`src/verilog/cfp_params.svh`:
```
// Timing counts and constants for the converter fault protection block.
// Assumes a 50 MHz system clock; included by bare name.
`ifndef CFP_PARAMS_SVH
`define CFP_PARAMS_SVH
`define CFP_CLK_NS          20
`define CFP_OC_TRIP         2'h3
`define CFP_HICCUP_PERIODS  3'h7
`define CFP_SYNC_LATE_NS    1000
`define CFP_SYNC_LATE_CYC   ((`CFP_SYNC_LATE_NS) / (`CFP_CLK_NS))
`define CFP_SS_CYC_DEF      4096
`define CFP_DISCH_CYC_DEF   64
`endif

```
`src/verilog/cfp_pkg.sv`:
```
// Types shared by the converter fault protection files.
// Assumes cfp_params.svh supplies the numeric constants.
package cfp_pkg;
    typedef enum logic [2:0] {
        ST_SOFTSTART = 3'h0,
        ST_RUN       = 3'h1,
        ST_DISCHARGE = 3'h2,
        ST_HICCUP    = 3'h3,
        ST_THERMAL   = 3'h4
    } cfp_state_t;

    typedef struct packed {
        logic hsPeak;
        logic lsOver;
        logic lsNeg;
        logic overVolt;
        logic underVolt;
        logic overTemp;
        logic syncClk;
        logic shareLine;
    } cfp_flags_t;

    typedef struct packed {
        logic highOn;
        logic lowOn;
    } cfp_gate_t;
endpackage

```
`src/verilog/cfp_sync_watch.sv`:
```
// Lost-synchronisation detector for the sync clock.
// Assumes syncIn is already synchronised to clk.
`timescale 1ns/1ps
`include "cfp_params.svh"
module cfp_sync_watch (
    input  wire logic clk,       // System clock
    input  wire logic reset,     // Synchronous, active high
    input  wire logic syncIn,    // Synchronised sync clock level
    input  wire logic enable,    // Sync mode active
    output logic      lostSync   // Sticky lost sync fault
);
    localparam logic [15:0] LATE = 16'(`CFP_SYNC_LATE_CYC);
    logic        syncPrev_q;
    logic [15:0] cnt_q;
    logic [15:0] prevPeriod_q;
    logic        primed_q;
    logic [1:0]  edges_q;
    wire         fallEdge = syncPrev_q & ~syncIn;
    wire  [16:0] limit    = {1'b0, prevPeriod_q} + {1'b0, LATE};
    wire         tooLate  = primed_q & ({1'b0, cnt_q} > limit);

    always_ff @(posedge clk) begin
        if (reset) begin
            syncPrev_q   <= 1'b0;
            cnt_q        <= 16'h0000;
            prevPeriod_q <= 16'h0000;
            primed_q     <= 1'b0;
            edges_q      <= 2'h0;
            lostSync     <= 1'b0;
        end else begin
            syncPrev_q <= syncIn;
            if (!enable) begin
                cnt_q    <= 16'h0000;
                primed_q <= 1'b0;
                edges_q  <= 2'h0;
            end else if (fallEdge) begin
                cnt_q        <= 16'h0001;
                prevPeriod_q <= cnt_q;
                if (edges_q != 2'h2) edges_q <= edges_q + 2'h1;
                primed_q     <= (edges_q != 2'h0);
            end else if (cnt_q != 16'hffff) begin
                cnt_q <= cnt_q + 16'h0001;
            end
            // Sticky: only reset clears it, the stack must be repowered
            if (enable && tooLate) lostSync <= 1'b1;
        end
    end

    a_late_edge_fault: assert property (@(posedge clk) disable iff (reset)
        enable && tooLate |=> lostSync) else $error("late sync edge not flagged");
endmodule

```
`src/verilog/cfp_fault_ctrl.sv`:
```
// Fault management core of a synchronous step-down converter.
// Assumes comparator flags and pins arrive asynchronously; swPwm is the modulator request.
`timescale 1ns/1ps
`include "cfp_params.svh"
module cfp_fault_ctrl #(
    parameter int SS_CYC    = `CFP_SS_CYC_DEF,    // Soft-start period in clocks
    parameter int DISCH_CYC = `CFP_DISCH_CYC_DEF  // Overvoltage discharge time in clocks
) (
    input  wire logic               clk,         // System clock 50 MHz
    input  wire logic               reset,       // Synchronous, active high
    input  wire cfp_pkg::cfp_flags_t flagsIn,    // Raw comparator flags and pins
    input  wire logic               swPwm,       // Modulator on-time request
    input  wire logic               syncMode,    // Running from sync clock
    output logic                    highGate,    // High-side switch on
    output logic                    lowGate,     // Low-side switch on
    output logic                    shareOut,    // Share line driven value (0)
    output logic                    shareOen_n,  // Share line drive enable, low drives
    output logic                    hiccupOut,   // In hiccup
    output logic                    lostSyncOut, // Lost sync fault
    output logic                    ssDoneOut    // Soft-start complete
);
    cfp_pkg::cfp_flags_t meta_q, flg_q;
    cfp_pkg::cfp_state_t state_q, state_d;
    logic [1:0]  ocCnt_q;
    logic        cycOc_q;
    logic        pwmPrev_q;
    logic [31:0] tmr_q;
    logic [2:0]  ssCnt_q;
    logic        lostSync;

    always_ff @(posedge clk) begin
        if (reset) begin
            meta_q <= '0;
            flg_q  <= '0;
        end else begin
            meta_q <= flagsIn;
            flg_q  <= meta_q;
        end
    end

    cfp_sync_watch u_sync (
        .clk      (clk),
        .reset    (reset),
        .syncIn   (flg_q.syncClk),
        .enable   (syncMode),
        .lostSync (lostSync)
    );

    // Cycle boundary is the rising edge of the modulator request
    wire cycStart  = swPwm & ~pwmPrev_q;
    wire running   = (state_q == cfp_pkg::ST_SOFTSTART) || (state_q == cfp_pkg::ST_RUN);
    wire shareLow  = ~flg_q.shareLine | lostSync;
    wire hsTrip    = flg_q.hsPeak & highGate;
    wire lsTrip    = flg_q.lsOver & ~highGate;
    wire ocEvent   = hsTrip | lsTrip;
    wire cycWasOc  = cycOc_q | ocEvent;
    wire ocThird   = cycStart && cycWasOc && (ocCnt_q == (`CFP_OC_TRIP - 2'h1));
    wire uvTrip    = (state_q == cfp_pkg::ST_RUN) & flg_q.underVolt;
    wire tmrEnd    = (tmr_q == 32'(SS_CYC - 1));
    wire dischEnd  = (tmr_q == 32'(DISCH_CYC - 1));
    // Off state held while over the limit, on-time cut by the peak flag
    wire highReq   = running & swPwm & ~cycOc_q & ~ocEvent & ~flg_q.lsOver & ~shareLow;
    // Negative limit: low side opens when reverse current trips, except in discharge, which holds it on
    wire lowReq    = (running & ~swPwm & ~flg_q.lsNeg & ~shareLow)
                   | (state_q == cfp_pkg::ST_DISCHARGE);

    always_comb begin
        state_d = state_q;
        case (state_q)
            cfp_pkg::ST_SOFTSTART: begin
                if (tmrEnd && ssCnt_q == 3'h0) state_d = cfp_pkg::ST_RUN;
            end
            cfp_pkg::ST_RUN:       state_d = cfp_pkg::ST_RUN;
            cfp_pkg::ST_DISCHARGE: begin
                if (dischEnd) state_d = cfp_pkg::ST_HICCUP;
            end
            cfp_pkg::ST_HICCUP: begin
                if (tmrEnd && ssCnt_q == (`CFP_HICCUP_PERIODS - 3'h1)) state_d = cfp_pkg::ST_SOFTSTART;
            end
            cfp_pkg::ST_THERMAL: begin
                if (!flg_q.overTemp) state_d = cfp_pkg::ST_SOFTSTART;
            end
            default: state_d = cfp_pkg::ST_SOFTSTART;
        endcase
        // Priority: thermal over overvoltage over current and undervoltage faults
        if (state_q != cfp_pkg::ST_THERMAL && flg_q.overTemp) begin
            state_d = cfp_pkg::ST_THERMAL;
        end else if (running && flg_q.overVolt) begin
            state_d = cfp_pkg::ST_DISCHARGE;
        end else if (running && (ocThird || uvTrip)) begin
            state_d = cfp_pkg::ST_HICCUP;
        end
    end

    wire stateChg = (state_d != state_q);

    always_ff @(posedge clk) begin
        if (reset) begin
            state_q   <= cfp_pkg::ST_SOFTSTART;
            tmr_q     <= 32'h0000_0000;
            ssCnt_q   <= 3'h0;
        end else begin
            state_q <= state_d;
            if (stateChg || tmrEnd) tmr_q <= 32'h0000_0000;
            else                    tmr_q <= tmr_q + 32'h0000_0001;
            if (stateChg)                          ssCnt_q <= 3'h0;
            else if (tmrEnd && ssCnt_q != 3'h7)    ssCnt_q <= ssCnt_q + 3'h1;
        end
    end

    always_ff @(posedge clk) begin
        if (reset) begin
            ocCnt_q   <= 2'h0;
            cycOc_q   <= 1'b0;
            pwmPrev_q <= 1'b0;
        end else begin
            pwmPrev_q <= swPwm;
            if (!running) begin
                ocCnt_q <= 2'h0;
                cycOc_q <= 1'b0;
            end else if (cycStart) begin
                cycOc_q <= 1'b0;
                if (!cycWasOc)                  ocCnt_q <= 2'h0;
                else if (ocCnt_q != `CFP_OC_TRIP) ocCnt_q <= ocCnt_q + 2'h1;
            end else if (ocEvent) begin
                cycOc_q <= 1'b1;
            end
        end
    end

    always_ff @(posedge clk) begin
        if (reset) begin
            highGate    <= 1'b0;
            lowGate     <= 1'b0;
            shareOut    <= 1'b0;
            shareOen_n  <= 1'b1;
            hiccupOut   <= 1'b0;
            lostSyncOut <= 1'b0;
            ssDoneOut   <= 1'b0;
        end else begin
            highGate    <= highReq & ~stateChg;
            lowGate     <= lowReq & ~highReq & ~(stateChg && state_d != cfp_pkg::ST_DISCHARGE);
            shareOut    <= 1'b0;
            shareOen_n  <= ~lostSync;
            hiccupOut   <= (state_d == cfp_pkg::ST_HICCUP);
            lostSyncOut <= lostSync;
            ssDoneOut   <= (state_d == cfp_pkg::ST_RUN);
        end
    end

    a_no_shoot_thru: assert property (@(posedge clk) disable iff (reset)
        !(highGate && lowGate)) else $error("both switches on");
    a_neg_limit: assert property (@(posedge clk) disable iff (reset)
        flg_q.lsNeg && state_q != cfp_pkg::ST_DISCHARGE |=> !lowGate) else $error("low side on past negative limit");
    a_ls_hold_off: assert property (@(posedge clk) disable iff (reset)
        flg_q.lsOver |=> !highGate) else $error("on state during overcurrent");
    a_hs_peak_cut: assert property (@(posedge clk) disable iff (reset)
        hsTrip |=> !highGate) else $error("peak flag did not end cycle");
    a_oc_third_hic: assert property (@(posedge clk) disable iff (reset)
        running && ocThird && !flg_q.overTemp && !flg_q.overVolt |=> state_q == cfp_pkg::ST_HICCUP)
        else $error("third overcurrent missed");
    a_clean_clear: assert property (@(posedge clk) disable iff (reset)
        running && cycStart && !cycWasOc |=> ocCnt_q == 2'h0) else $error("counter not cleared");
    a_hiccup_exit: assert property (@(posedge clk) disable iff (reset)
        state_q == cfp_pkg::ST_HICCUP && $past(state_q) != cfp_pkg::ST_HICCUP && !flg_q.overTemp
        |-> ##1 state_q == cfp_pkg::ST_HICCUP) else $error("hiccup left at once");
    // The last discharge cycle hands over to hiccup, where the low side opens
    a_ov_discharge: assert property (@(posedge clk) disable iff (reset)
        state_q == cfp_pkg::ST_DISCHARGE && !dischEnd && !flg_q.overTemp |=> lowGate) else $error("no discharge");
    a_uv_gates_off: assert property (@(posedge clk) disable iff (reset)
        state_q == cfp_pkg::ST_HICCUP |-> ##1 !highGate && !lowGate) else $error("gates on in hiccup");
    a_thermal_stop: assert property (@(posedge clk) disable iff (reset)
        state_q == cfp_pkg::ST_THERMAL |=> !highGate && !lowGate) else $error("switching hot");
    a_share_pull: assert property (@(posedge clk) disable iff (reset)
        lostSync |=> !shareOen_n) else $error("share line not pulled");
    a_share_stop: assert property (@(posedge clk) disable iff (reset)
        shareLow |=> !highGate) else $error("switching with share low");
    a_run_restore: assert property (@(posedge clk) disable iff (reset)
        state_q == cfp_pkg::ST_SOFTSTART && state_d == cfp_pkg::ST_RUN |=> ssDoneOut)
        else $error("run not reported");

    c_hiccup: cover property (@(posedge clk) disable iff (reset) state_q == cfp_pkg::ST_HICCUP);
    c_restart: cover property (@(posedge clk) disable iff (reset)
        state_q == cfp_pkg::ST_HICCUP ##1 state_q == cfp_pkg::ST_SOFTSTART);
    c_discharge: cover property (@(posedge clk) disable iff (reset) state_q == cfp_pkg::ST_DISCHARGE);
    c_lost_sync: cover property (@(posedge clk) disable iff (reset) $rose(lostSync));
endmodule

```
`config.mk`:
```
export PLATFORM = sky130hd
export DESIGN_NAME = cfp_fault_ctrl
export DESIGN_NICKNAME = d
export VERILOG_FILES = /design/src/verilog/cfp_pkg.sv /design/src/verilog/cfp_sync_watch.sv /design/src/verilog/cfp_fault_ctrl.sv
export VERILOG_INCLUDE_DIRS = /design/src /design/src/verilog
export SDC_FILE = /design/constraint.sdc
export NUM_CORES = 1
export LEC_CHECK = 0
export ABC_CLOCK_PERIOD_IN_PS = 3000
export BUFFER_PORTS_ARGS = -buffer_cell sky130_fd_sc_hd__buf_2
export CAP_MARGIN = 20
export CORE_AREA = 2 2 125 127
export CTS_CLUSTER_SIZE = 10
export DETAILED_ROUTE_END_ITERATION = 10
export DIE_AREA = 0 0 127 129
export PLACE_DENSITY = 0.54
export SLEW_MARGIN = 10
export SYNTH_ARGS = -nofsm -noshare
export SYNTH_HDL_FRONTEND = slang
export SYNTH_HIERARCHICAL = 1
export SYNTH_SLANG_ARGS = --single-unit
```
`constraint.sdc`:
```
create_clock -name clk -period 3 [get_ports clk]
set_clock_uncertainty 0.15 [all_clocks]
set_input_delay 0.3 -clock clk [delete_from_list [all_inputs] [get_ports clk]]
set_output_delay 0.3 -clock clk [all_outputs]
set_load 0.01 [all_outputs]
```
==> out/metrics.yaml <==
logic_synthesis:
  synth_nets: 650
  async_flop_share: 0
  yosysMostFrequentCell: "dfxtp_1"
  synth_area_leaders: "dfxtp_1, ha_1, nand2_1, xnor2_1, nor2_1"
  synthesis.area_mm2: 0.00513
  syn_inst: 611
  synth_top_area_share: 0.394
  synth_edf_count: 0
  synth-seq-cells: 101
  avgSynthCellArea_um2: 8.39
  synth_flop_cell: "dfxtp_1"
  yosys_warnings: 6
  synth_cell_types: 56
  ys_seq_area_frac: 0.394
  synthTopCellsByCount: "dfxtp_1, nand2_1, nor2_1, a21oi_1, xnor2_1"
  synth_top_area_cell: "dfxtp_1"
clock_network:
  worstSkewPairLatency_ns: 0.35
  cts_tree: "built"
  cts_resized: 0
  clock-sinks: 101
  post_cts_buffers: 0
  clk_pin_slew_ns: 0.08
  clockBufferDepth: 2
  cts_root_buffer: "clkbuf_16"
  numCtsBuffers: 9
  cts-hold-fix-buffers: 4
  htree_levels: 3
placed_design:
  dp_slack_ns: 0.360
  dp_hpwl_um: 7650
  place_inst: 797
  gp_congestion: 0.840
  port_buffers: 17
routing:
  via_per_inst: 5.11
  drtIter0Drc: 364
  wire_per_inst_um: 13.4
  drt-total-wl_um: 10900
  antenna_left: 0
  vias: 4176
  first_pass_iters: 6
  drt_drc_violations_left: 0
power_and_ir_drop:
  power_frac_seq: 0.523
  p_switching_uw: 635
  power_leakage_nw: 2.10
  combPwrFrac: 0.041
  p_sw_frac: 0.242
  internal_power_mw: 1.99
  power.density_mw_per_mm2: 458
  clockPowerShare: 0.436
  total_power_mw: 2.62
  vdd_ir_drop_max_mv: 0.262
sta:
  final-setup-viol-count: 0
  slew_headroom: 0.572
  hold_viol: 0
  fin_crit_sh: 0.891
  slew_viol_final: 0
  fmax_mhz: 374
  fin_setup_tns_ns: 0
  finalCriticalPeriod_ns: 2.67
  worstMarginPinSlew_ns: 0.637
  rsz0062_at_grt: "no"
  timing.final.ws_setup_ns: 0.326
floorplanning:
  initial_core_util: 0.342
  fp.dieArea_mm2: 0.0164
  coreArea_mm2: 0.0150
  fp-row-count: 45
  die_y_um: 129
  io_pins: 19
  die_width_um: 127
global_routing:
  grt_pass1_vias: 3937
  grt_pass1_wl_um: 18700
  grt_remaining_overflow: 0
  grt_use_total: 0.140
  antenna_found_initial: 0
  grt_max_degree: 46
setup_path:
  path_class: "reg -> reg"
  required_ns: 3.13
  reg2reg_slack_ns: 0.33
  worstPathArrival_ns: 2.80
  cp-start-kind: "flip-flop"
  r2r_end: "u_sync/lostSync"
  crit_fanout: 6
  endpoint_kind: "flip-flop"
  r2r_cells: 9
  rr_startpoint: "u_sync/prevPeriod_q[3]"
outcome:
  outcome: "complete, no violations"
hold_path:
  hold_path_end: "meta_q[4]"
  hp-start: "flagsIn[4]"
  hold_depth: 2
  hold_path.class: "in -> reg"
flow_run:
  drv_cap: 0
layout:
  fin_cells: 817
  drive_gt1_frac: 0.107
  nets: 663
  n_antenna_cell: 0
  area_delta_synth_final_pct: 11.7
==> per-layer routing <==
metal | GRT usage | part of all wire
met2 | 0.217 | 0.43
met3 | 0.0320 | 0.035
met1 | 0.187 | 0.51
met4 | 0.0633 | 0.029
met5 | 0 | 0
==> kinds of logic after synthesis <==
kind of cell               Yosys count  synth area share
muxes                                4           0.00781
AOI/OAI and AO/OA                   82            0.0956
other                                1          0.000731
adders and majority gates           27            0.0659
and+or+nand+nor                    310             0.321
xor gates and xnor gates            45            0.0768
DFF                                101             0.394
buffers and inverters               41            0.0376
==> area by class of cell <==
| class | instances | area, um^2 |
|---|---|---|
| timing repair buffer | 30 | 213 |
| clock buffer | 9 | 225 |
| tap | 188 | 235 |
| fill | 1528 | 9250 |
| multi-input combinational | 469 | 2920 |
| sequential | 101 | 2020 |
| clock inverter | 7 | 62.6 |
| inverter | 13 | 48.8 |
==> power by group through the flow <==
stage          registers (mW)  logic, mW  clock network (mW)
6_report                 1.37      0.109                1.14
5_1_grt                  1.37      0.122                1.24
4_1_cts                  1.37      0.110                1.19
3_5_place_dp             1.40      0.105                   0
3_3_place_gp             1.40      0.100                   0
2_1_floorplan            1.40     0.0757                   0
==> cells in the final DEF, fill, tap and decap left out, drive strengths merged, types with 2 or more instances in the layout <==
cell,count
nand4b,2
buf,26
ha,27
nor2,57
and3,13
or2,5
nor4b,3
a31oi,8
a21oi,39
clkbuf,9
mux2i,4
nand2,86
a211oi,8
dfxtp,101
or3,8
clkinv,2
nand4,23
nor4,8
a211o,2
and4,9
dlygate4sd3,4
inv,18
o31ai,2
and2,4
nor2b,27
nand3b,3
a311oi,2
nand3,25
or4,2
xor2,9
nor3b,8
nor3,24
xnor2,36
o21ai,14
==> per-stage QoR <==
| stage | area [um^2] | utilization | hold slack [ns] |
|---|---|---|---|
| floorplan | 5130 | - | 0.264 |
| global placement | 5390 | 0.360 | 0.270 |
| detailed placement | 5400 | 0.361 | 0.271 |
| CTS | 5730 | 0.383 | 0.000848 |
| global route | 5730 | 0.383 | 0.00210 |
| finish | 5730 | 0.383 | 0.00543 |
==> critical path: stages (launching register included) <==
cell and delay [ns]:
dfxtp_1 0.36, a311oi_1 0.59, nor3_1 0.17, and3_1 0.23, xnor2_1 0.12, ha_1 0.34, nand4_1 0.13, nor4_1 0.05
o32a_1 0.33, a31oi_1 0.12
==> sequential cells by signal (all words and copies together) (netlist names), 2 cells and up <==
register	flops
flg_q	8
tmr_q	32
u_sync/prevPeriod_q	16
u_sync/edges_q	2
state_q	3
meta_q	8
ssCnt_q	3
ocCnt_q	2
u_sync/cnt_q	16
==> worst max-delay path by stage <==
stage          cells after the start               to  slack [ns]                    from
3_5_place_dp                       9  u_sync/lostSync        0.36  u_sync/prevPeriod_q[3]
4_1_cts                            9  u_sync/lostSync        0.34  u_sync/prevPeriod_q[3]
2_1_floorplan                      9  u_sync/lostSync        0.62  u_sync/prevPeriod_q[3]
3_3_place_gp                       7         highGate        0.42                tmr_q[0]
5_1_grt                            9  u_sync/lostSync        0.13  u_sync/prevPeriod_q[3]
6_report                           9  u_sync/lostSync        0.33  u_sync/prevPeriod_q[3]
No activity file was read; power rests on OpenSTA's default activity.
